[src/core/altm_pkg.sv]
// shared constants for the auxiliary link training monitor
package altm_pkg;
    // ------------------------------------------------------------
    // auxiliary channel timing (1 Mbps manchester, 100 MHz clock)
    // ------------------------------------------------------------
    localparam int CLK_MHZ = 100;
    localparam int AUX_KBPS = 1000;
    localparam int BIT_CYC = CLK_MHZ * 1000 / AUX_KBPS;
    localparam int HALF_CYC = BIT_CYC / 2;
    localparam int SAMPLE_CYC = BIT_CYC / 4;
    localparam int IDLE_CYC = BIT_CYC * 2;
    localparam logic [7:0] CNT_SAMPLE = 8'(SAMPLE_CYC);
    localparam logic [7:0] CNT_RESYNC = 8'(HALF_CYC + SAMPLE_CYC);
    localparam logic [7:0] CNT_IDLE = 8'(IDLE_CYC);

    // ------------------------------------------------------------
    // configuration data addresses and command codes
    // ------------------------------------------------------------
    localparam logic [19:0] ADDR_LINK_RATE = 20'h00100;
    localparam logic [19:0] ADDR_LANE_CNT = 20'h00101;
    localparam logic [19:0] ADDR_LANE0_SET = 20'h00103;
    localparam logic [19:0] ADDR_LANE3_SET = 20'h00106;
    localparam logic [3:0] CMD_NATIVE_WR = 4'h8;
    localparam logic [3:0] CMD_NATIVE_RD = 4'h9;
    localparam logic [3:0] REPLY_ACK = 4'h0;
    localparam logic [7:0] SYNC_END = 8'h0F;

    // ------------------------------------------------------------
    // field codes
    // ------------------------------------------------------------
    localparam logic [7:0] RATE_W_162 = 8'h06;
    localparam logic [7:0] RATE_W_270 = 8'h0A;
    localparam logic [7:0] RATE_W_540 = 8'h14;
    localparam logic [1:0] RATE_162 = 2'h0;
    localparam logic [1:0] RATE_270 = 2'h1;
    localparam logic [1:0] RATE_540 = 2'h2;
    localparam logic [1:0] RATE_RESET = RATE_270;
    localparam logic [4:0] LANE_W_0 = 5'h00;
    localparam logic [4:0] LANE_W_1 = 5'h01;
    localparam logic [4:0] LANE_W_2 = 5'h02;
    localparam logic [4:0] LANE_W_4 = 5'h04;
    localparam logic [3:0] LANE_RESET = 4'h0;
    localparam int SWING_LSB = 0;
    localparam int PRE_LSB = 3;
    localparam logic [1:0] EQ_LEVEL_RESET = 2'h0;
    localparam logic [3:0] EQ_GAIN_0DB = 4'h0;
    localparam int MAX_BYTES = 8;

    typedef enum logic [1:0] {ALTM_HDMI, ALTM_DP} altm_sel_e;

    // write decode of the link-rate field into the compact read code
    function automatic logic [1:0] rate_decode(input logic [7:0] w);
        if (w == RATE_W_162) begin
            return RATE_162;
        end else if (w == RATE_W_270) begin
            return RATE_270;
        end else begin
            return RATE_540;
        end
    endfunction

    // write decode of the lane-count field into the lane mask
    function automatic logic [3:0] lane_decode(input logic [4:0] w);
        if (w == LANE_W_1) begin
            return 4'h1;
        end else if (w == LANE_W_2) begin
            return 4'h3;
        end else if (w == LANE_W_4) begin
            return 4'hF;
        end else begin
            return 4'h0;
        end
    endfunction

    // swing/pre-emphasis pairs that are not allowed
    function automatic logic drive_bad(input logic [1:0] sw,
                                       input logic [1:0] pe);
        return (sw == 2'h1 && pe == 2'h3) || (sw == 2'h2 && pe[1]);
    endfunction
endpackage

[src/core/altm_byte_if.sv]
// byte stream from the manchester decoder to the transaction parser
`timescale 1ns/1ps
interface altm_byte_if;
    logic valid;
    logic [7:0] data;
    logic start;
    logic stop;
    modport src (output valid, output data, output start, output stop);
    modport dst (input valid, input data, input start, input stop);
endinterface

[src/core/altm_manch_rx.sv]
// manchester receiver for the auxiliary channel, emits bytes of a frame
`timescale 1ns/1ps
module altm_manch_rx
    import altm_pkg::*;
(
    input wire logic i_clk,
    input wire logic i_rst,
    input wire logic i_en,
    input wire logic i_aux,
    altm_byte_if.src o_bytes
);
    // ------------------------------------------------------------
    // bit recovery: mid-bit edges resynchronise a sample counter
    // ------------------------------------------------------------
    logic aux_d_r, aux_d_nxt;
    logic [7:0] cnt_r, cnt_nxt;
    logic [7:0] idle_r, idle_nxt;
    logic in_frame_r, in_frame_nxt;
    logic synced_r, synced_nxt;
    logic [7:0] shift_r, shift_nxt;
    logic [2:0] nbit_r, nbit_nxt;
    logic valid_r, valid_nxt;
    logic [7:0] data_r, data_nxt;
    logic start_r, start_nxt;
    logic stop_r, stop_nxt;
    logic edge_w;

    assign o_bytes.valid = valid_r;
    assign o_bytes.data = data_r;
    assign o_bytes.start = start_r;
    assign o_bytes.stop = stop_r;

    always_comb begin
        aux_d_nxt = i_aux;
        edge_w = (i_aux != aux_d_r);
        cnt_nxt = cnt_r;
        idle_nxt = edge_w ? 8'h00 : idle_r;
        in_frame_nxt = in_frame_r;
        synced_nxt = synced_r;
        shift_nxt = shift_r;
        nbit_nxt = nbit_r;
        valid_nxt = 1'b0;
        data_nxt = data_r;
        start_nxt = 1'b0;
        stop_nxt = 1'b0;
        if (!i_en) begin
            // snooper idle in tmds modes
            in_frame_nxt = 1'b0;
            synced_nxt = 1'b0;
        end else begin
            if (!edge_w && idle_r != CNT_IDLE) begin
                idle_nxt = idle_r + 8'h01;
            end
            // a mid-bit edge (at or after 3/4 bit) restarts the counter
            if (edge_w && cnt_r >= CNT_RESYNC) begin
                cnt_nxt = 8'h00;
            end else begin
                cnt_nxt = cnt_r + 8'h01;
            end
            if (cnt_r == CNT_SAMPLE && in_frame_r) begin // RULE2
                // second half of the bit: low means logic one
                shift_nxt = {shift_r[6:0], ~aux_d_r};
                if (!synced_r) begin
                    // hunt for the end of the preamble pattern
                    if ({shift_r[6:0], ~aux_d_r} == SYNC_END) begin
                        synced_nxt = 1'b1;
                        nbit_nxt = 3'h0;
                        start_nxt = 1'b1;
                    end
                end else begin
                    nbit_nxt = nbit_r + 3'h1;
                    if (nbit_r == 3'h7) begin
                        valid_nxt = 1'b1;
                        data_nxt = {shift_r[6:0], ~aux_d_r};
                    end
                end
            end
            if (edge_w && !in_frame_r) begin
                in_frame_nxt = 1'b1;
                // first edge opens a bit, half a bit before its mid-bit
                cnt_nxt = 8'(HALF_CYC);
                shift_nxt = 8'h00;
            end
            // a quiet line ends the frame
            if (in_frame_r && idle_r == CNT_IDLE) begin
                in_frame_nxt = 1'b0;
                stop_nxt = synced_r;
                synced_nxt = 1'b0;
            end
        end
    end

    always_ff @(posedge i_clk or posedge i_rst) begin
        if (i_rst) begin
            aux_d_r <= 1'b1;
            cnt_r <= 8'h00;
            idle_r <= 8'h00;
            in_frame_r <= 1'b0;
            synced_r <= 1'b0;
            shift_r <= 8'h00;
            nbit_r <= 3'h0;
            valid_r <= 1'b0;
            data_r <= 8'h00;
            start_r <= 1'b0;
            stop_r <= 1'b0;
        end else begin
            aux_d_r <= aux_d_nxt;
            cnt_r <= cnt_nxt;
            idle_r <= idle_nxt;
            in_frame_r <= in_frame_nxt;
            synced_r <= synced_nxt;
            shift_r <= shift_nxt;
            nbit_r <= nbit_nxt;
            valid_r <= valid_nxt;
            data_r <= data_nxt;
            start_r <= start_nxt;
            stop_r <= stop_nxt;
        end
    end

    property p_no_byte_disabled;
        @(posedge i_clk) disable iff (i_rst)
        !i_en ##1 !i_en |-> !valid_r;
    endproperty
    a_no_byte_disabled: assert property (p_no_byte_disabled) // RULE3
        else $error("byte emitted while receiver disabled");
endmodule

[src/core/altm_monitor.sv]
// auxiliary link training monitor: snoops training writes, drives settings
`timescale 1ns/1ps
// How it works
// RULE1: snoop training writes in displayport mode only
// RULE2: decode 1 Mbps manchester auxiliary frames
// RULE3: snooper idle during any tmds mode
// RULE4: writes to reserved bits are ignored
// RULE5: rate codes 06h/0Ah/14h, default 2.7
// RULE6: unknown rate code falls back to 5.4
// RULE7: rate reads back as 00h/01h/02h
// RULE8: lane codes 0/1/2/4, default all off
// RULE9: unknown lane code turns lanes off
// RULE10: lane count reads back as lane mask
// RULE11: dp mode: dp selected, cable detect low
// RULE12: tmds mode: cable detect high or hdmi
// RULE13: equalizer gain applied after training completes
// RULE14: per-level equalizer default 0 dB, settable
// RULE15: per-lane swing/pre-emphasis, bad pairs disable lanes
// RULE16: update only on acknowledged complete writes
module altm_monitor
    import altm_pkg::*;
(
    input wire logic i_clk,
    input wire logic i_rst,
    input wire logic i_dp_select,
    input wire logic i_sink_cable_detect,
    input wire logic i_aux,
    input wire logic i_training_done,
    input wire logic [15:0] i_per_lane_level_eq_setting,
    output logic o_dp_mode,
    output logic o_tmds_mode,
    output logic [7:0] o_link_rate_setting,
    output logic [7:0] o_active_lane_count,
    output logic [3:0] o_lane_enable,
    output logic [7:0] o_output_swing_level,
    output logic [7:0] o_pre_emphasis_level,
    output logic [15:0] o_training_level_eq_gain
);
    // ------------------------------------------------------------
    // mode selection
    // ------------------------------------------------------------
    logic dp_mode_w;
    assign dp_mode_w = i_dp_select && !i_sink_cable_detect; // RULE11

    altm_byte_if bytes_if ();

    altm_manch_rx u_rx (
        .i_clk(i_clk),
        .i_rst(i_rst),
        .i_en(dp_mode_w), // RULE1 RULE3
        .i_aux(i_aux),
        .o_bytes(bytes_if.src)
    );

    // ------------------------------------------------------------
    // transaction parser
    // ------------------------------------------------------------
    typedef enum logic [1:0] {
        ALTM_REQ,
        ALTM_WAIT_REPLY,
        ALTM_REPLY
    } altm_state_e;

    altm_state_e st_r, st_nxt;
    logic [3:0] bidx_r, bidx_nxt;
    logic is_wr_r, is_wr_nxt;
    logic [19:0] addr_r, addr_nxt;
    logic [3:0] len_r, len_nxt;
    logic [7:0] pend_r [MAX_BYTES], pend_nxt [MAX_BYTES];
    logic [3:0] npend_r, npend_nxt;
    logic commit_w;

    always_comb begin
        st_nxt = st_r;
        bidx_nxt = bidx_r;
        is_wr_nxt = is_wr_r;
        addr_nxt = addr_r;
        len_nxt = len_r;
        pend_nxt = pend_r;
        npend_nxt = npend_r;
        commit_w = 1'b0;
        if (!dp_mode_w) begin
            st_nxt = ALTM_REQ; // RULE3
            bidx_nxt = 4'h0;
            is_wr_nxt = 1'b0;
        end else begin
            case (st_r)
                ALTM_REQ: begin
                    if (bytes_if.start) begin
                        bidx_nxt = 4'h0;
                        npend_nxt = 4'h0;
                        is_wr_nxt = 1'b0;
                    end else if (bytes_if.valid) begin
                        bidx_nxt = bidx_r + 4'h1;
                        if (bidx_r == 4'h0) begin
                            is_wr_nxt = bytes_if.data[7:4] == CMD_NATIVE_WR;
                            addr_nxt[19:16] = bytes_if.data[3:0];
                        end else if (bidx_r == 4'h1) begin
                            addr_nxt[15:8] = bytes_if.data;
                        end else if (bidx_r == 4'h2) begin
                            addr_nxt[7:0] = bytes_if.data;
                        end else if (bidx_r == 4'h3) begin
                            len_nxt = bytes_if.data[3:0];
                        end else if (npend_r != 4'(MAX_BYTES)) begin
                            pend_nxt[npend_r[2:0]] = bytes_if.data;
                            npend_nxt = npend_r + 4'h1;
                        end
                    end else if (bytes_if.stop) begin
                        // only a complete write waits for its reply
                        if (is_wr_r && npend_r != 4'h0 &&
                            npend_r == len_r + 4'h1) begin
                            st_nxt = ALTM_WAIT_REPLY;
                        end
                    end
                end
                ALTM_WAIT_REPLY: begin
                    if (bytes_if.start) begin
                        st_nxt = ALTM_REPLY;
                    end
                end
                ALTM_REPLY: begin
                    if (bytes_if.valid) begin
                        // the reply's first byte carries the ack code
                        commit_w = bytes_if.data[7:4] == REPLY_ACK; // RULE16
                        st_nxt = ALTM_REQ;
                        // the reply's own end must not re-arm a wait
                        is_wr_nxt = 1'b0;
                    end else if (bytes_if.stop) begin
                        st_nxt = ALTM_REQ;
                    end
                end
                default: begin
                    st_nxt = ALTM_REQ;
                end
            endcase
        end
    end

    always_ff @(posedge i_clk or posedge i_rst) begin
        if (i_rst) begin
            st_r <= ALTM_REQ;
            bidx_r <= 4'h0;
            is_wr_r <= 1'b0;
            addr_r <= 20'h00000;
            len_r <= 4'h0;
            pend_r <= '{default: 8'h00};
            npend_r <= 4'h0;
        end else begin
            st_r <= st_nxt;
            bidx_r <= bidx_nxt;
            is_wr_r <= is_wr_nxt;
            addr_r <= addr_nxt;
            len_r <= len_nxt;
            pend_r <= pend_nxt;
            npend_r <= npend_nxt;
        end
    end

    // ------------------------------------------------------------
    // settings update
    // ------------------------------------------------------------
    logic [1:0] rate_r, rate_nxt;
    logic [3:0] mask_r, mask_nxt;
    logic [1:0] swing_r [4], swing_nxt [4];
    logic [1:0] pre_r [4], pre_nxt [4];
    logic [3:0] bad_r, bad_nxt;
    logic [3:0] eq_r [4], eq_nxt [4];
    logic dpm_r, tmds_r, lane_en_any;
    logic [19:0] a;

    always_comb begin
        rate_nxt = rate_r;
        mask_nxt = mask_r;
        swing_nxt = swing_r;
        pre_nxt = pre_r;
        bad_nxt = bad_r;
        eq_nxt = eq_r;
        a = 20'h00000;
        if (commit_w) begin
            // burst writes cover consecutive addresses
            for (int i = 0; i < MAX_BYTES; i++) begin
                a = addr_r + 20'(i);
                if (4'(i) < npend_r) begin
                    if (a == ADDR_LINK_RATE) begin
                        rate_nxt = rate_decode(pend_r[i]); // RULE5 RULE6
                    end else if (a == ADDR_LANE_CNT) begin
                        // bits 7:5 reserved and dropped
                        mask_nxt = lane_decode(pend_r[i][4:0]); // RULE4 RULE8 RULE9
                    end else if (a >= ADDR_LANE0_SET && a <= ADDR_LANE3_SET) begin
                        swing_nxt[a[1:0]+2'h1] = pend_r[i][SWING_LSB+:2]; // RULE15
                        pre_nxt[a[1:0]+2'h1] = pend_r[i][PRE_LSB+:2];
                        bad_nxt[a[1:0]+2'h1] = drive_bad(
                            pend_r[i][SWING_LSB+:2], pend_r[i][PRE_LSB+:2]);
                    end
                end
            end
        end
        // level-indexed gain held until training completes
        if (i_training_done) begin // RULE13
            for (int l = 0; l < 4; l++) begin
                eq_nxt[l] = i_per_lane_level_eq_setting[4*l+:4]; // RULE14
            end
        end
    end

    assign lane_en_any = (bad_r == 4'h0); // RULE15

    always_ff @(posedge i_clk or posedge i_rst) begin
        if (i_rst) begin
            rate_r <= RATE_RESET;
            mask_r <= LANE_RESET;
            swing_r <= '{default: 2'h0};
            pre_r <= '{default: 2'h0};
            bad_r <= 4'h0;
            eq_r <= '{default: EQ_GAIN_0DB};
            dpm_r <= 1'b0;
            tmds_r <= 1'b0;
        end else begin
            rate_r <= rate_nxt;
            mask_r <= mask_nxt;
            swing_r <= swing_nxt;
            pre_r <= pre_nxt;
            bad_r <= bad_nxt;
            eq_r <= eq_nxt;
            dpm_r <= dp_mode_w;
            tmds_r <= !dp_mode_w; // RULE12
        end
    end

    // ------------------------------------------------------------
    // registered outputs
    // ------------------------------------------------------------
    always_ff @(posedge i_clk or posedge i_rst) begin
        if (i_rst) begin
            o_dp_mode <= 1'b0;
            o_tmds_mode <= 1'b0;
            o_link_rate_setting <= 8'h01;
            o_active_lane_count <= 8'h00;
            o_lane_enable <= 4'h0;
            o_output_swing_level <= 8'h00;
            o_pre_emphasis_level <= 8'h00;
            o_training_level_eq_gain <= 16'h0000;
        end else begin
            o_dp_mode <= dpm_r;
            o_tmds_mode <= tmds_r;
            o_link_rate_setting <= {6'h00, rate_r}; // RULE7
            o_active_lane_count <= {4'h0, mask_r}; // RULE10
            o_lane_enable <= lane_en_any ? mask_r : 4'h0;
            o_output_swing_level <= {swing_r[3], swing_r[2],
                                     swing_r[1], swing_r[0]};
            o_pre_emphasis_level <= {pre_r[3], pre_r[2], pre_r[1], pre_r[0]};
            o_training_level_eq_gain <= {eq_r[3], eq_r[2], eq_r[1], eq_r[0]};
        end
    end

    // ------------------------------------------------------------
    // assertions
    // ------------------------------------------------------------
    // a disabled snooper neither commits nor leaves the idle state
    property p_no_commit_tmds;
        @(posedge i_clk) disable iff (i_rst)
        !dp_mode_w |-> !commit_w ##1 (st_r == ALTM_REQ);
    endproperty
    a_no_commit_tmds: assert property (p_no_commit_tmds) // RULE3
        else $error("commit while in tmds mode");

    property p_rate_code;
        @(posedge i_clk) disable iff (i_rst)
        rate_r != 2'h3;
    endproperty
    a_rate_code: assert property (p_rate_code) // RULE7
        else $error("illegal rate code");

    property p_lane_mask;
        @(posedge i_clk) disable iff (i_rst)
        mask_r == 4'h0 || mask_r == 4'h1 || mask_r == 4'h3 || mask_r == 4'hF;
    endproperty
    a_lane_mask: assert property (p_lane_mask) // RULE10
        else $error("lane mask outside the defined set");

    property p_bad_off;
        @(posedge i_clk) disable iff (i_rst)
        bad_r != 4'h0 |-> ##1 o_lane_enable == 4'h0;
    endproperty
    a_bad_off: assert property (p_bad_off) // RULE15
        else $error("lanes on with bad drive pair");

    property p_tmds_out;
        @(posedge i_clk) disable iff (i_rst)
        !dp_mode_w |-> ##2 o_tmds_mode && !o_dp_mode;
    endproperty
    a_tmds_out: assert property (p_tmds_out) // RULE12
        else $error("tmds mode not reported");

    property p_commit_write;
        @(posedge i_clk) disable iff (i_rst)
        commit_w |-> is_wr_r && st_r == ALTM_REPLY;
    endproperty
    a_commit_write: assert property (p_commit_write) // RULE16
        else $error("commit without a pending write");
endmodule

[config.mk]
export PLATFORM = sky130hd
export DESIGN_NAME = altm_monitor
export DESIGN_NICKNAME = d
export VERILOG_FILES = /design/src/core/altm_pkg.sv /design/src/core/altm_byte_if.sv /design/src/core/altm_manch_rx.sv /design/src/core/altm_monitor.sv
export SDC_FILE = /design/constraint.sdc
export NUM_CORES = 1
export LEC_CHECK = 0
export BUFFER_PORTS_ARGS = -buffer_cell sky130_fd_sc_hd__buf_2
export CORE_MARGIN = 1.5
export CORE_UTILIZATION = 40
export DETAILED_ROUTE_END_ITERATION = 16
export SETUP_SLACK_MARGIN = 0.1
export SKIP_CTS_REPAIR_TIMING = 1
export SLEW_MARGIN = 20
export SYNTH_ARGS = -nofsm -noshare
export SYNTH_HDL_FRONTEND = slang
export SYNTH_SLANG_ARGS = --single-unit
[constraint.sdc]
create_clock -name i_clk -period 12.34 [get_ports i_clk]
set_input_delay 1.851 -clock i_clk [delete_from_list [all_inputs] [get_ports i_clk]]
set_output_delay 1.851 -clock i_clk [all_outputs]
set_load 0.05 [all_outputs]
**Yosys cells after proc, flatten, opt, wreduce, memory -nomap -nowiden**

Index checks and enable logic that the tools add are counted.

- Register bits after elaboration: 227
- Input port bits: 22
- Output and inout bits: 54

- $add $sub $neg: 21
- $lt $le $gt $ge: 59
- Equality and inequality tests: 112
- Mux-type cells: 314
- Bitwise gates (word level): 15
- Reductions and logical operators: 82

Operators with widths:

| operator | number |
|---|---|
| $mux 8 | 84 |
| $mux 4 | 100 |
| $eq 20x9->1 const B | 16 |
| $ge 20x9->1 const B | 8 |
| $le 20x9->1 const B | 8 |
| $bwmux 8 | 16 |
| $mux 2 | 49 |
| $add 20x3->20 const B | 4 |
| $eq 8x4->1 const B | 9 |
| $bwmux 64 | 1 |
| $eq 8x3->1 const B | 8 |
| $logic_and 1x1->1 | 49 |
| $add 20x2->20 const B | 2 |
| $eq 5x1->1 const B | 8 |
| $eq 5x2->1 const B | 8 |
| $eq 5x3->1 const B | 8 |
| $eq 2x2->1 const B | 17 |
| $mux 1 | 33 |
| $bwmux 4 | 8 |
| $demux 2 s2 | 8 |
| $demux 8 s3 | 1 |
| $ge 3x3->1 const B | 8 |
| $lt 2x3->1 const B | 8 |
| $lt 3x1->1 const B | 8 |
| other kinds (51) | 134 |

**Depth between registers and ports, before layout**

- Depth in word-level cells: 53
- Gate-level depth with buffers: 17

**Cells and area by module**

Synthesis repeated with hierarchy kept, for this count alone.

- Cells, all modules: 1701
- Area total of the unflattened synthesis: 15578.7 µm²

By module, submodules not included:

| module | times used | cells each | area each (µm²) | sequential area each (µm²) |
|---|---|---|---|---|
| altm_monitor | 1 | 1538 | 13631.8 | 4682.0 |
| altm_manch_rx | 1 | 163 | 1946.9 | 1002.2 |

**Least setup slack after synthesis**

Ideal clock, no wire load.

- Path type: register to register
- From: register addr_r[2]
- To: register pre_r[0] in the netlist's numbering
- Arrival time: 4.070 ns
- Required time: 12.209 ns
- Path slack: 8.138 ns
- Stages on the path, launching flop included: 17
- Clock period less this slack: 4.202 ns
- Path through: dfrtp_1 clkbuf_1 inv_1 clkbuf_1 ha_1 clkbuf_1 nor3b_1 a21oi_1 o32a_1 or4_1 or4b_1 clkbuf_1 nor3_2 a21oi_1 nor2b_1 a32o_1 or3_1

- Word-level cells in the longest chain between the ends: 48

RTL lines:

| item | RTL line | source |
|---|---|---|
| from (decl) | altm_monitor.sv:67 | `logic [19:0] addr_r, addr_nxt;` |
| from (signal assigned) | altm_monitor.sv:152 | `addr_r <= addr_nxt;` |
| branches (longest 47 deep; another with $add 20x1->20) | - |  |
| $mux 8 * | altm_monitor.sv:183 | `if (4'(i) < npend_r) begin` |
| to (signal assigned) | altm_monitor.sv:222 | `pre_r <= pre_nxt;` |
| to (decl) | altm_monitor.sv:165 | `logic [1:0] pre_r [4], pre_nxt [4];` |

Every way passes the cells marked *. The select of a mux whose other input is x is not followed.
A chain may end at the register's enable or synchronous reset.

**Final worst setup path**

Same ends and word-level chain as after synthesis.

==> out/qor_table.md <==
| Parameter | Value | Unit |
| --- | --- | --- |
| Core area | 0.03749 | mm^2 |
| Max-cap violations | 0 | - |
| Fin crit period | 5207 | ps |
| Hold Crit Class | reg -> reg | - |
| Count of buffers from port buffering | 65 | - |
| Total power per unit cell area | 97.12 | mW/mm^2 |
| Fin worst setup slack | 7133 | ps |
| Routed length per placed instance | 23.81 | um |
| Category of cells accounting for the largest share of critical-path delay | simple AND/OR/NAND/NOR gates | - |
| Setup skew after layout | 11.04 | ps |
| Library cells used by synthesis | 97 | - |
| Largest net degree at the start of global routing | 118 | - |
| Worst Tran Pin Value | 987.6 | ps |
| Initial standard-cell utilization of the core | 40.42 | % |
| Cell Chain, Critical Path | inv_1 > ha_1 > nor3b_1 > a21oi_1 > o32a_1 > or4_1 > or4b_1 > nor3_2 > a21oi_1 > nor2b_1 > a32o_1 > or3_1 | - |
| Static leakage power | 6.991 | nW |
| Met2 global-route usage | 41.00 | % |
| Critical path capture point type | register | - |
| Number of cells produced by synthesis | 1634 | - |
| Mapped Area | 0.01515 | mm^2 |
| Number of DRC violations after detailed-routing iteration 0 | 1403 | - |
| Average footprint of a synthesized cell | 9.273 | um^2 |
| Remaining global-route overflow | 0 | - |
| GR Layer Usage met3 | 4.285 | % |
| Overall Global Routing Usage | 25.80 | % |
| Busiest layer in global routing | met2 | - |
| Depth of the most critical reg-to-reg path | 12 | - |
| Worst Path Class, Setup | reg -> reg | - |
| Final weighted congestion of routability-driven global placement | 1.017 | - |
| Sequential element share of the synthesized area | 37.51 | % |
| Outcome | finished, final reports clean | - |
| Delay of the slowest critical-path stage | 840 | ps |
| Vias post-DR | 13620 | - |
| Die Span Y | 197.6 | um |
| Number of buffers created by CTS | 25 | - |
| FMAX | 0.1920 | GHz |
| Total Neg Setup Slack | 0 | ps |
| Remaining antenna violation count after routing | 0 | - |
| Buffers from clock root to sink, at most | 3 | - |
| Critical path required time | 12760 | ps |
| Worst hold slack across all endpoints | 357.8 | ps |
| Area overhead of the layout relative to synthesis | 9.405 | % |
| Worst vdd ir | 0.1120 | mV |
| Worst Path Max Fanout | 21 | - |
| Detailed placement HPWL | 36720 | um |
| Sink Count | 227 | - |
| Clock Root Buffer | clkbuf_16 | - |
| Instance count on the critical path | 12 | - |
| Min-Delay Path Depth | 0 | - |
| Die X-Extent | 197.6 | um |
| Hold Vio Cnt, Final | 0 | - |
| Count of standard-cell rows | 71 | - |
| Clock Pin Slew Worst Setup and Hold Paths | 60 | ps |
| Number of antenna violations at the first check in global routing | 0 | - |
| Predominant post-synthesis flop cell | dfrtp_1 | - |
| Number of global-route vias before repair | 12910 | - |
| Hold Crit Endpoint | o_tmds_mode | - |
| Final cycle utilization of the critical path | 42.20 | % |
| Clock Latency Late Sink | 560 | ps |
| Setup Viol. Count Final | 0 | - |
| Critical register-to-register path startpoint | addr_r[2] | - |
| H-tree levels | 1 | - |
| Final-report max-slew violation count | 0 | - |
| DR vias/cell | 6.348 | - |
| Nature of the critical path startpoint | register | - |
| #FFs+latches synth | 227 | - |
| Max transition margin | 33.55 | % |
| Most prevalent standard cell on the critical path | a21oi_1 | - |
| Die area | 0.03906 | mm^2 |
| Critical Path AT | 5630 | ps |
| Min-Delay Startpoint | tmds_r | - |
| Slowest cell on the critical path | dfrtp_1 | - |
| CTS tree | built | - |
| Fraction of layout cells with a size suffix above 1 | 19.23 | % |
| Setup slack on the worst flop-to-flop path | 7130 | ps |
| GR Util met1 | 34.88 | % |
| Endpoint of the worst register-to-register path | pre_r[0] | - |
| First-pass GRT wire length | 77410 | um |
| Number of enable-type register cells in the synthesized netlist | 0 | - |
| Number of DRC violations after detailed routing | 0 | - |
| Top-level port count | 76 | - |
| Bufs and invs on worst path | 1 | - |
| Yosys synthesis warning count | 0 | - |
| Async set-reset flop share out of synthesis | 100.0 | % |
| Unrepaired setup endpoints after global routing | no | - |
| # nets final | 1669 | - |
| Pre-CTS worst setup slack | 7145 | ps |
| Final wirelength | 51070 | um |
| DR pass1 iterations | 7 | - |
[how the worst max path moves through the flow]
stage | slack (ps) | from | to
after floorplan | 4270 | i_rst | addr_r[0]
after global placement | 7240 | i_sink_cable_detect | pend_r[23]
after detailed placement | 7150 | i_sink_cable_detect | pend_r[10]
after CTS | 7260 | addr_r[2] | pre_r[0]
after global routing | 6900 | addr_r[2] | mask_r[0]
final | 7130 | addr_r[2] | pre_r[0]
[Yosys cell counts (19+ instances only)]
cell type | number | area share (%)
or3_1 | 19 | 0.78
clkbuf_1 | 96 | 2.4
nand2b_1 | 21 | 0.87
nand3_1 | 74 | 2.4
dfrtp_1 | 224 | 37
mux2i_1 | 35 | 2.3
nand2_1 | 91 | 2.3
or4_1 | 20 | 0.99
ha_1 | 29 | 2.4
o21ai_0 | 81 | 2.7
and3_1 | 25 | 1.0
nand4_1 | 38 | 1.6
a21oi_1 | 52 | 1.7
xnor2_1 | 36 | 2.1
inv_1 | 39 | 0.97
nor3_1 | 77 | 2.5
nor2_1 | 95 | 2.4
mux2_2 | 135 | 10
buf_4 | 19 | 0.94
nor4_1 | 38 | 1.6
xor2_1 | 29 | 1.7
[cell usage in the layout (no fill, tap or decap), drive strengths merged, types with 40 or more instances in the layout]
| cell type | instances |
|---|---|
| nand3 | 74 |
| o21ai | 87 |
| dfrtp | 224 |
| mux2 | 136 |
| nand4 | 42 |
| a21oi | 52 |
| nand2 | 91 |
| nor4 | 42 |
| inv | 40 |
| nor2 | 96 |
| nor3 | 79 |
| buf | 86 |
[metal layers]
metal	routed length (um)	share of wire, %
met1	21390	42
met2	23020	45
met3	4442	8.7
met4	2220	4.3
met5	0	0
[logic make-up after synthesis]
logic type | synth area share [%]
fa+ha+maj | 2.395
compound gates | 15.72
other cells | 0.02475
simple gates | 23.11
flops | 37.51
xor+xnor | 3.757
mux | 12.42
buf+inv | 5.054
[final cells by class]
| cell class | instances | area, um^2 |
|---|---|---|
| fill | 3691 | 20910 |
| multi-input combinational | 1236 | 8757 |
| sequential | 227 | 5684 |
| clock buffer | 30 | 684.4 |
| tap | 511 | 639.4 |
| timing repair buffer | 86 | 483.0 |
| inverter | 42 | 165.2 |
| clock inverter | 12 | 161.4 |
| antenna | 1 | 2.502 |
[power breakdown]
group          internal, mW  switching, mW
combinational        0.0167         0.0562
sequential            0.759        0.00795
clock                 0.458          0.311
total                  1.23          0.376
[registers in the layout, indices dropped and copies added, names as in the netlist, 7 cells and up]
| signal | count |
|---|---|
| eq_r | 16 |
| u_rx.cnt_r | 8 |
| o_pre_emphasis_level | 8 |
| u_rx.o_bytes.data | 8 |
| o_training_level_eq_gain | 16 |
| o_output_swing_level | 8 |
| u_rx.idle_r | 8 |
| pre_r | 8 |
| pend_r | 64 |
| swing_r | 8 |
| addr_r | 20 |
| u_rx.shift_r | 7 |
[through the flow]
step	utilization [%]	total power, mW	area (um^2)	std cells
2_1_floorplan	-	0.8378	15190	1643
3_3_place_gp	41.90	0.8535	15710	2102
3_5_place_dp	41.90	0.8551	15710	2102
4_1_cts	44.16	1.631	16550	2144
5_1_grt	44.21	1.662	16570	2144
6_report	44.22	1.610	16580	2145
No activity file was read; power rests on OpenSTA's default activity.
